`src/rtl/eic_map.vh`:
```
// Register map, field positions and reset values of the extra interrupt control block.
// Assumes an 8-bit special-function-register space with bit addressing at base + bit.
`ifndef EIC_MAP_VH
`define EIC_MAP_VH

// ----------------------------------------------------------------
// Addresses
// ----------------------------------------------------------------
`define EIC_XCTL_ADDR 8'hC0
`define EIC_PORT_ADDR 8'hD8
`define EIC_ADDR_BASE_MASK 8'hF8
`define EIC_ADDR_BIT_MASK 8'h07

// ----------------------------------------------------------------
// Fields of extra_interrupt_control
// ----------------------------------------------------------------
`define EIC_B_PRIORITY_HIGH 7
`define EIC_B_ENABLE 6
`define EIC_B_REQUEST_FLAG 5
`define EIC_B_EDGE_SELECT 4
`define EIC_A_PRIORITY_HIGH 3
`define EIC_A_ENABLE 2
`define EIC_A_REQUEST_FLAG 1
`define EIC_A_EDGE_SELECT 0

// ----------------------------------------------------------------
// Port pins carrying the two request inputs
// ----------------------------------------------------------------
`define EIC_PIN_A 2
`define EIC_PIN_B 3
`define EIC_PORT_WIDTH 4

// ----------------------------------------------------------------
// Reset values
// ----------------------------------------------------------------
`define EIC_XCTL_RESET 8'h00
`define EIC_PORT_RESET 4'hF

// ----------------------------------------------------------------
// Vectors and polling positions
// ----------------------------------------------------------------
`define EIC_A_VECTOR 8'h33
`define EIC_B_VECTOR 8'h3B
`define EIC_A_POLL 3'h6
`define EIC_B_POLL 3'h7

`endif

```
`src/rtl/eic_sync.v`:
```
// Two-stage synchroniser for a group of asynchronous levels.
// Assumes inputs arrive from pins outside the core clock domain.
`timescale 1ns/10ps

module eic_sync #(
    parameter WIDTH = 4,
    parameter [WIDTH-1:0] RESET_VALUE = {WIDTH{1'b1}}
) (
    // Clock and reset
    input wire core_clk,
    input wire rst_b,
    // Levels
    input wire [WIDTH-1:0] asyncIn,
    output reg [WIDTH-1:0] syncOut
);

    reg [WIDTH-1:0] stageOne;

    always @(posedge core_clk or negedge rst_b) begin
        if (!rst_b) begin
            stageOne <= RESET_VALUE;
            syncOut <= RESET_VALUE;
        end else begin
            stageOne <= asyncIn;
            syncOut <= stageOne;
        end
    end

endmodule // eic_sync

```
`src/rtl/eic_irq_channel.v`:
```
// Request flag of one extra external interrupt input.
// Assumes pinLevel is already synchronised; ack is a one-cycle service pulse.
`timescale 1ns/10ps

module eic_irq_channel (
    // Clock and reset
    input wire core_clk,
    input wire rst_b,
    // Request pin, synchronised, active low
    input wire pinLevel,
    // Control
    input wire edgeSelect,
    input wire ack,
    input wire swWrite,
    input wire swValue,
    // Flag
    output reg requestFlag
);

    reg pinPrev;
    reg next_requestFlag;
    wire fallEdge;

    assign fallEdge = pinPrev & ~pinLevel;

    always @* begin
        if (edgeSelect) begin
            // Detected edge wins over service or software clear in the same cycle
            if (fallEdge) begin
                next_requestFlag = 1'b1; // [RULE5] [RULE9] [RULE6] [RULE10]
            end else if (swWrite) begin
                next_requestFlag = swValue;
            end else if (ack) begin
                next_requestFlag = 1'b0; // [RULE5] [RULE9]
            end else begin
                next_requestFlag = requestFlag;
            end
        end else begin
            // Low level mode: flag follows the pin, service does not clear it
            next_requestFlag = ~pinLevel; // [RULE6] [RULE10]
        end
    end

    always @(posedge core_clk or negedge rst_b) begin
        if (!rst_b) begin
            pinPrev <= 1'b1;
            requestFlag <= 1'b0;
        end else begin
            pinPrev <= pinLevel;
            requestFlag <= next_requestFlag;
        end
    end

endmodule // eic_irq_channel

```
`src/rtl/eic_control.v`:
```
// Extra external interrupt control register, nibble I/O port and request selection.
// Assumes the core gives byte and single-bit strobes on the SFR bus, one cycle each,
// and pulses a per-source acknowledge when it enters the handler.
//
// What this block does
// RULE1 - The control register sits at SFR address 0C0H with byte access and bit set and clear.
// RULE2 - A bit set at bit address 0C2H sets the enable bit of request input A.
// RULE3 - Input B requests are high priority when its priority bit is one, else low priority.
// RULE4 - A pending input B request reaches the core only while the input B enable bit is set.
// RULE5 - In edge mode hardware sets the input B flag on an edge and clears it on service.
// RULE6 - Input B triggers on a falling edge when its select bit is one, else on a low level.
// RULE7 - Input A requests are high priority when its priority bit is one, else low priority.
// RULE8 - A pending input A request reaches the core only while the input A enable bit is set.
// RULE9 - In edge mode hardware sets the input A flag on an edge and clears it on service.
// RULE10 - Input A triggers on a falling edge when its select bit is one, else on a low level.
// RULE11 - Port pins 3 and 2 serve as ordinary I/O or as the request inputs B and A.
// RULE12 - Input A vectors to 33H and is polled seventh within its priority level.
// RULE13 - Input B vectors to 3BH and is polled last of eight within its priority level.
// RULE14 - In level mode the source holds its line low until the handler responds, then lets go.
`timescale 1ns/10ps
`include "eic_map.vh"

module eic_control (
    // Clock and reset
    input wire core_clk,
    input wire rst_b,
    // SFR byte access
    input wire [7:0] sfrAddr,
    input wire sfrWrite,
    input wire sfrRead,
    input wire [7:0] sfrWrData,
    output reg [7:0] sfrRdData,
    output reg sfrRdHit,
    // SFR bit access
    input wire [7:0] bitAddr,
    input wire bitSet,
    input wire bitClear,
    input wire bitRead,
    output reg bitRdData,
    output reg bitRdHit,
    // Nibble I/O port pins
    input wire [3:0] portPinIn,
    output wire [3:0] portPinOut,
    output wire [3:0] portPinOe,
    // Requests to the core
    output reg irqAReq,
    output reg irqBReq,
    output reg irqAHigh,
    output reg irqBHigh,
    output reg irqValid,
    output reg irqHigh,
    output reg [7:0] irqVector,
    output reg [2:0] irqPollIndex,
    // Service acknowledges from the core
    input wire irqAAck,
    input wire irqBAck
);

    // ----------------------------------------------------------------
    // Storage
    // ----------------------------------------------------------------
    reg [7:0] controlBits;
    reg [3:0] portLatch;
    wire [3:0] pinSync;
    wire flagA;
    wire flagB;
    wire [7:0] controlView;

    // ----------------------------------------------------------------
    // Address decode
    // ----------------------------------------------------------------
    wire byteHitCtl;
    wire byteHitPort;
    wire bitHitCtl;
    wire bitHitPort;
    wire [2:0] bitIndex;

    assign byteHitCtl = (sfrAddr == `EIC_XCTL_ADDR); // [RULE1]
    assign byteHitPort = (sfrAddr == `EIC_PORT_ADDR);
    assign bitIndex = bitAddr[2:0];
    assign bitHitCtl = ((bitAddr & `EIC_ADDR_BASE_MASK) == `EIC_XCTL_ADDR); // [RULE1]
    assign bitHitPort = ((bitAddr & `EIC_ADDR_BASE_MASK) == `EIC_PORT_ADDR)
        && (bitIndex < `EIC_PORT_WIDTH);

    // ----------------------------------------------------------------
    // Write masks, shared by byte and bit access
    // ----------------------------------------------------------------
    reg [7:0] ctlMask;
    reg [7:0] ctlValue;
    reg [3:0] portMask;
    reg [3:0] portValue;
    reg [7:0] bitOneHot;

    always @* begin
        bitOneHot = 8'h01 << bitIndex;
        ctlMask = 8'h00;
        ctlValue = 8'h00;
        portMask = 4'h0;
        portValue = 4'h0;
        if (sfrWrite && byteHitCtl) begin
            ctlMask = 8'hFF; // [RULE1]
            ctlValue = sfrWrData;
        end else if ((bitSet || bitClear) && bitHitCtl) begin
            // Single-bit set or clear; set wins if both strobes arrive
            ctlMask = bitOneHot; // [RULE1] [RULE2]
            ctlValue = bitSet ? 8'hFF : 8'h00;
        end
        if (sfrWrite && byteHitPort) begin
            portMask = 4'hF;
            portValue = sfrWrData[3:0];
        end else if ((bitSet || bitClear) && bitHitPort) begin
            portMask = bitOneHot[3:0];
            portValue = bitSet ? 4'hF : 4'h0;
        end
    end

    // ----------------------------------------------------------------
    // Control bits and port latch
    // ----------------------------------------------------------------
    wire [7:0] next_controlBits;
    wire [3:0] next_portLatch;

    assign next_controlBits = (controlBits & ~ctlMask) | (ctlValue & ctlMask); // [RULE1] [RULE2]
    assign next_portLatch = (portLatch & ~portMask) | (portValue & portMask);

    always @(posedge core_clk or negedge rst_b) begin
        if (!rst_b) begin
            controlBits <= `EIC_XCTL_RESET;
        end else begin
            controlBits <= next_controlBits;
        end
    end

    always @(posedge core_clk or negedge rst_b) begin
        if (!rst_b) begin
            portLatch <= `EIC_PORT_RESET;
        end else begin
            portLatch <= next_portLatch;
        end
    end

    // ----------------------------------------------------------------
    // Pins: quasi-bidirectional, driven low when the latch holds zero
    // ----------------------------------------------------------------
    assign portPinOut = 4'h0;
    // A pin used as a request input needs its latch bit at one, or the port pulls it low
    assign portPinOe = ~portLatch; // [RULE11]

    // ----------------------------------------------------------------
    // Pin synchroniser: the pins arrive from outside the core clock domain
    // ----------------------------------------------------------------
    eic_sync #(
        .WIDTH(`EIC_PORT_WIDTH),
        .RESET_VALUE(`EIC_PORT_RESET)
    ) u_pinSync (
        .core_clk(core_clk),
        .rst_b(rst_b),
        .asyncIn(portPinIn),
        .syncOut(pinSync)
    );

    // ----------------------------------------------------------------
    // Request flags
    // ----------------------------------------------------------------
    eic_irq_channel u_chanA (
        .core_clk(core_clk),
        .rst_b(rst_b),
        .pinLevel(pinSync[`EIC_PIN_A]), // [RULE11]
        .edgeSelect(controlBits[`EIC_A_EDGE_SELECT]), // [RULE10]
        .ack(irqAAck), // [RULE9]
        .swWrite(ctlMask[`EIC_A_REQUEST_FLAG]),
        .swValue(ctlValue[`EIC_A_REQUEST_FLAG]),
        .requestFlag(flagA)
    );

    eic_irq_channel u_chanB (
        .core_clk(core_clk),
        .rst_b(rst_b),
        .pinLevel(pinSync[`EIC_PIN_B]), // [RULE11]
        .edgeSelect(controlBits[`EIC_B_EDGE_SELECT]), // [RULE6]
        .ack(irqBAck), // [RULE5]
        .swWrite(ctlMask[`EIC_B_REQUEST_FLAG]),
        .swValue(ctlValue[`EIC_B_REQUEST_FLAG]),
        .requestFlag(flagB)
    );

    // ----------------------------------------------------------------
    // Register view
    // ----------------------------------------------------------------
    // Flags live in the channels; the stored copies of those bits are not used
    assign controlView = {controlBits[7:6], flagB, controlBits[4:2], flagA, controlBits[0]};

    // ----------------------------------------------------------------
    // Request selection
    // ----------------------------------------------------------------
    reg next_valid;
    reg next_high;
    reg [7:0] next_vector;
    reg [2:0] next_poll;
    wire pendA;
    wire pendB;
    wire highA;
    wire highB;

    assign pendA = flagA & controlBits[`EIC_A_ENABLE]; // [RULE8]
    assign pendB = flagB & controlBits[`EIC_B_ENABLE]; // [RULE4]
    assign highA = pendA & controlBits[`EIC_A_PRIORITY_HIGH]; // [RULE7]
    assign highB = pendB & controlBits[`EIC_B_PRIORITY_HIGH]; // [RULE3]

    always @* begin
        next_valid = 1'b1;
        next_high = 1'b0;
        next_vector = 8'h00;
        next_poll = 3'h0;
        // High level first, then polling order A before B
        // Outputs are registered, so they trail the flags by one cycle
        if (highA) begin
            next_high = 1'b1;
            next_vector = `EIC_A_VECTOR; // [RULE12]
            next_poll = `EIC_A_POLL;
        end else if (highB) begin
            next_high = 1'b1;
            next_vector = `EIC_B_VECTOR; // [RULE13]
            next_poll = `EIC_B_POLL;
        end else if (pendA) begin
            next_vector = `EIC_A_VECTOR; // [RULE12]
            next_poll = `EIC_A_POLL;
        end else if (pendB) begin
            next_vector = `EIC_B_VECTOR; // [RULE13]
            next_poll = `EIC_B_POLL;
        end else begin
            next_valid = 1'b0;
        end
    end

    always @(posedge core_clk or negedge rst_b) begin
        if (!rst_b) begin
            irqAReq <= 1'b0;
            irqBReq <= 1'b0;
            irqAHigh <= 1'b0;
            irqBHigh <= 1'b0;
            irqValid <= 1'b0;
            irqHigh <= 1'b0;
            irqVector <= 8'h00;
            irqPollIndex <= 3'h0;
        end else begin
            irqAReq <= pendA; // [RULE8]
            irqBReq <= pendB; // [RULE4]
            irqAHigh <= controlBits[`EIC_A_PRIORITY_HIGH]; // [RULE7]
            irqBHigh <= controlBits[`EIC_B_PRIORITY_HIGH]; // [RULE3]
            irqValid <= next_valid;
            irqHigh <= next_high;
            irqVector <= next_vector;
            irqPollIndex <= next_poll;
        end
    end

    // ----------------------------------------------------------------
    // Read path: port reads return pin levels, unmapped reads zero
    // ----------------------------------------------------------------
    reg [7:0] next_rdData;
    reg next_rdHit;
    reg next_bitData;
    reg next_bitHit;
    wire [7:0] portView;

    assign portView = {4'h0, pinSync};

    always @* begin
        next_rdData = 8'h00;
        next_rdHit = 1'b0;
        if (sfrRead && byteHitCtl) begin
            next_rdData = controlView; // [RULE1]
            next_rdHit = 1'b1;
        end else if (sfrRead && byteHitPort) begin
            next_rdData = portView; // [RULE11]
            next_rdHit = 1'b1;
        end
    end

    always @* begin
        next_bitData = 1'b0;
        next_bitHit = 1'b0;
        if (bitRead && bitHitCtl) begin
            next_bitData = controlView[bitIndex];
            next_bitHit = 1'b1;
        end else if (bitRead && bitHitPort) begin
            next_bitData = portView[bitIndex];
            next_bitHit = 1'b1;
        end
    end

    always @(posedge core_clk or negedge rst_b) begin
        if (!rst_b) begin
            sfrRdData <= 8'h00;
            sfrRdHit <= 1'b0;
            bitRdData <= 1'b0;
            bitRdHit <= 1'b0;
        end else begin
            sfrRdData <= next_rdData;
            sfrRdHit <= next_rdHit;
            bitRdData <= next_bitData;
            bitRdHit <= next_bitHit;
        end
    end

endmodule // eic_control

```
`config.mk`:
```
export PLATFORM = sky130hd
export DESIGN_NAME = eic_control
export DESIGN_NICKNAME = d
export VERILOG_FILES = /design/src/rtl/eic_sync.v /design/src/rtl/eic_irq_channel.v /design/src/rtl/eic_control.v
export VERILOG_INCLUDE_DIRS = /design/src /design/src/rtl
export SDC_FILE = /design/constraint.sdc
export NUM_CORES = 1
export LEC_CHECK = 0
export BUFFER_PORTS_ARGS = -buffer_cell sky130_fd_sc_hd__buf_2
export CAP_MARGIN = 20
export CORE_UTILIZATION = 40
export CTS_CLUSTER_DIAMETER = 80
export CTS_CLUSTER_SIZE = 10
export DETAILED_ROUTE_END_ITERATION = 6
export PLACE_DENSITY = 0.69
export RECOVER_POWER = 25
export SYNTH_ARGS = -nofsm -noshare
export SYNTH_HDL_FRONTEND = slang
export SYNTH_SLANG_ARGS = --single-unit
```
`constraint.sdc`:
```
create_clock -name core_clk -period 2.7 [get_ports core_clk]
set_input_delay 0.54 -clock core_clk [delete_from_list [all_inputs] [get_ports core_clk]]
set_output_delay 0.54 -clock core_clk [all_outputs]
set_load 0.05 [all_outputs]
```
==> Word level (Yosys, flattened, before mapping) <==
Cells that the tools add are included.
{ "word_totals": {"inputBits": 37, "register_bits": 52} }
{ "op_classes": {"n_shift": 1, "magnitude_cmp": 2, "bitwise": 17, "reduce_logical": 10, "eq_ne": 6, "n_mux": 44} }
{ "ops": {"columns": ["op", "n"], "rows": [
  ["$mux W8", 6],
  ["$mux W4", 6],
  ["$mux W6", 4],
  ["$mux W1", 22],
  ["$and A8 B8 Y8", 2],
  ["$eq A8 B8 Y1 const B", 2],
  ["$mux W3", 4],
  ["$eq A5 B5 Y1 const B", 2],
  ["$logic_and A1 B1 Y1", 9],
  ["$and A4 B4 Y4", 2],
  ["$ne A4 B2 Y1 const B", 2],
  ["$not A4 Y4", 2],
  ["$not A8 Y8", 1],
  ["$or A8 B8 Y8", 1],
  ["$shl A1 B3 Y8 const A", 1],
  ["$and A1 B1 Y1", 6],
  ["$bmux W1 S3", 2],
  ["$lt A3 B4 Y1 const B", 1],
  ["$or A4 B4 Y4", 1],
  ["$lt A3 B3 Y1 const B", 1],
  ["$not A1 Y1", 2],
  ["$logic_or A1 B1 Y1", 1]
]} }

==> Logic depth before layout (Yosys ltp) <==
{ "logic_depth": {"word_depth": 8, "ltp_mapped": 5, "depth_no_buf": 4} }

==> Modules after synthesis <==
A second synthesis with hierarchy kept.
{ "hier_totals": {"hier_cells": 191, "area_unflattened_um2": 2087.0} }
{ "modules_own_cells": {"columns": ["module", "area_per_inst_um2", "seq_area_each_um2", "cells_each", "n_inst"], "rows": [
  ["eic_control", 1704.1, 705.7, 171, 1],
  ["eic_sync", 210.2, 210.2, 8, 1],
  ["eic_irq_channel", 86.3, 51.3, 6, 2]
]} }

==> Worst setup path after synthesis <==
OpenSTA, ideal clock, no wires.
{ "synth_path": {"path_kind": "input-to-reg", "from": "in bitAddr[3]", "to": "reg u_chanA.requestFlag", "arrival_time_ps": 1716, "path_stages": 5, "t_required_ps": 2576, "path_buffers": 1, "path_slack_ps": 860, "path_cell_list": "or2_2 -> buf_2 -> or4_1 -> a32oi_1 -> o2bb2ai_1"} }
{ "synth_via": {"elab_chain_cells": 7} }
{ "synth_lines": {"columns": ["element", "line", "rtl"], "rows": [
  ["start: declaration", "eic_control.v:35", "input wire [7:0] bitAddr,"],
  ["$eq A5 B5 Y1 (no line) *", null, null],
  ["$logic_and A1 B1 Y1 *", "eic_control.v:103", "end else if ((bitSet || bitClear) && bitHitCtl) begin"],
  ["$mux W8", "eic_control.v:103", null],
  ["$mux W8", "eic_control.v:100", "if (sfrWrite && byteHitCtl) begin"],
  ["$mux W1", "eic_irq_channel.v:31", "end else if (swWrite) begin"],
  ["$mux W1", "eic_irq_channel.v:29", "if (fallEdge) begin"],
  ["$mux W1", "eic_irq_channel.v:27", "if (edgeSelect) begin"],
  ["end signal: assignment", "eic_irq_channel.v:50", "requestFlag <= next_requestFlag;"],
  ["end: declaration", "eic_irq_channel.v:17", "output reg requestFlag"]
]} }
Every way passes the cells marked *; elsewhere a longest branch is shown, timed or not.
A chain may end at the register's enable or synchronous reset.

==> Worst setup path in the final report <==
{ "layout_path": {"from": "in sfrAddr[2]", "to": "reg u_chanA.requestFlag"} }
{ "layout_via": {"elab_chain_cells": 6} }
{ "layout_lines": {"columns": ["element", "line", "rtl"], "rows": [
  ["start: declaration", "eic_control.v:28", "input wire [7:0] sfrAddr,"],
  ["$eq A8 B8 Y1 (no line) *", null, null],
  ["$logic_and A1 B1 Y1 *", "eic_control.v:100", null],
  ["$mux W8", "eic_control.v:100", null],
  ["$mux W1", "eic_irq_channel.v:31", null],
  ["$mux W1", "eic_irq_channel.v:29", null],
  ["$mux W1", "eic_irq_channel.v:27", null]
]} }
Marked as above.

==> results.md <==
* Status: finished with violations
* Failing checks: DRC
* I/O Buffers at 65
* Crit path max-delay cell type: nand3_1
* Starting Density at 0.416
* Setup TNS at 0 ns
* Final Hold Fails at 0
* CP Data Arrival Time at 2.13 ns
* Final net count at 272
* Grt ovf at 0
* Placed cells at 295
* Non-Filler Instances at roughly 300
* Reg clk slew, reported paths at 0.07 ns
* DR WL/cell at between 10 and 15 um
* Total CTS buffers at 5
* Syn Inst Count at 177
* LEAKAGE at about 0.0011 uW
* Max-Slew Margin vs Limit at 0.441
* 1st-iter DRT viols at 77
* Pin slew with the least headroom to its limit at 0.839 ns
* Synth Flop Type: dfrtp_1
* GRT Total Usage at 0.154
* Endpoints failing setup at 0
* Overall power at 1300 uW
* CP startpoint kind: primary input
* Pins Over Slew Limit at 0
* Routed Wire Length at approximately 3900 um
* Post-synthesis register bit count at 40
* Post-CTS Setup Repair Bufs at 0
* Share of layout cells above drive strength 1 at 0.411
* Core ar. at 0.00472 mm^2
* Pin count of the biggest net entering global routing at between 40 and 50
* Ant diodes at 0
* Clk pwr share at 0.302
* Number of max-cap violations at 0
* Die Span X at a little over 70 um
* Height of the die at 72.1 um
* Post-synth top area share at 0.331
* Final worst path period share at 0.713
* Worst-path cell chain: buf_2 > nor4_1 > nand3_1 > o21ai_0 > o2bb2ai_1
* Hold WC Path Type: primary input to flip-flop
* Grt met3 use at 0.0389
* Pwr dens at 552 mW/mm^2
* Mapped cell area at between 0.0015 and 0.002 mm^2
* Most frequent cells in the layout: buf_2, dfrtp_1, nor2_1
* Met2 Usage GRT at 0.257
* Vias per cell at roughly 5
* Ys Warns at 0
* Final Util at 0.498
* Area grow syn2layout at 19.8%
* WS Path Type: primary input to flip-flop
* Internal power at a little over 900 uW
* Avg Cell Area, Syn at roughly 11 um^2
* Vias in the first global route at 1348
* EDFF count, synth at 0
* Routability cong. at 0.765
* Quantity of gates resized following cts at 0
* DRC at 2
* Logic gate share of total power at 0.188
* Most common cell after layout, fill and taps aside: buf_2
* First-pass GRT wire length at 6090 um
* Fmax at 519 MHz
* Unrepaired setup endpoints after global routing: false
* WHS at about 0.35 ns
* Root Driver: clkbuf_8
* Clock Latency Late Sink at 0.28 ns
* Top cell type by total area after synthesis: dfrtp_1
* Number of I/O pins at 73
* Final ANT Viol Nets at 0
* Worst EP required at about 2.9 ns
* Initial antenna violation count at 0
* Worst Skew at 0.00584 ns
* Final min period at 1.93 ns
* Sequential Power Share at 0.510
* Die area at 0.00519 mm^2
* # rows at 25
* Net Sw Power at 377 uW
* Yosys cell types at 44
* Pre-Repair DR Iteration Count at 6
* Maximum vdd drop at 0.321 mV
* Met1 global-route usage at 0.200
* Max Root-Sink Buffers at 2
* Worst Setup End Kind: flip-flop
* CP max stage delay at roughly 0.52 ns
* Total number of vias at 1478
* H-Tree Level Count at 2
* Clk sinks at 40
* Largest fanout on the critical path at 14
* Seq/Total Area, Yosys at 0.519
* Asr flop ratio synth at 1.00
* GRT busiest layer: met2
* Sw frac at 0.290
* Detail Placement HPWL at 2950 um
* Top post-synthesis cells by area: dfrtp_1, dfstp_2, buf_4
* CTS tree: built
* Hold buffers post-CTS at 0
-- critical path, delay by kind of cell --
family                 cells  cell delay (ns)
AO/OA/AOI/OAI              2             0.49
AND/OR/NAND/NOR            2             1.01
buffers and inverters      1             0.10
-- power groups by stage --
stage / Sequential (uW) / Combinational [uW] / Clock [uW]
final: 662 / 244 / 391
after floorplan: 690 / 168 / 0
after global placement: 673 / 243 / 0
after CTS: 663 / 246 / 401
after detailed placement: 673 / 245 / 0
after global routing: 666 / 262 / 435
-- cells by family (layout without fill, tap and decap cells) --
family	Yosys count	count (layout)	share of synthesized area
mux	10	10	0.0701
simple gates	63	63	0.194
buf+inv	30	83	0.0886
other cells	1	7	0.00191
compound gates	33	33	0.127
flops	40	40	0.519
-- path summary, 6_finish.rpt --
kind	start	to	slack, ns	cells past startpoint
hold reg to reg	u_pinSync.stageOne[1]	u_pinSync.syncOut[1]	0.36	0
setup reg to reg	flip-flop	bitRdData	1.17	4
hold / removal	portPinIn[2]	u_pinSync.stageOne[2]	0.35	1
min in group asynchronous	rst_b	asynchronous set/reset pin	0.37	1
max in group asynchronous	rst_b	irqAReq	1.81	1
setup / recovery	sfrAddr[2]	u_chanA.requestFlag	0.77	5
-- final cells by class --
type                       instances  area (um^2)
clock buffer                       8         90.1
fill                             449         2370
inverter                           9         33.8
multi-input combinational        113          793
sequential                        40         1020
tap                               67         83.8
timing repair buffer              66          333
-- synth_stat cells (2+ instances only) --
cell type / number
dfstp_2: 14
a21oi_1: 8
nor2b_1: 2
mux2i_1: 7
o22ai_1: 2
dfrtp_1: 26
or2_2: 4
a22oi_1: 4
o211a_1: 3
and3_1: 5
nor4_1: 8
nand2_1: 7
mux4_2: 3
nand3_1: 2
inv_1: 9
clkbuf_1: 5
nor2_1: 13
o211ai_1: 3
and2_1: 7
a221o_1: 2
nand2b_1: 4
a21boi_0: 2
buf_4: 14
o21ai_0: 2
or4_1: 2
-- stage by stage --
| stage | area, um^2 | worst slack, ns |
|---|---|---|
| finish | 2350 | 0.774 |
| global route | 2350 | 0.597 |
| CTS | 2350 | 0.816 |
| detailed placement | 2260 | 0.530 |
| global placement | 2260 | 0.600 |
| floorplan | 1990 | 0.860 |
-- per-layer routing --
layer  up-vias  share of wire
li1        730              -
met1       692           0.46
met2        52           0.48
met3         4          0.050
met4         0          0.012
met5         -              0
Power figures use the tool's default switching activity.
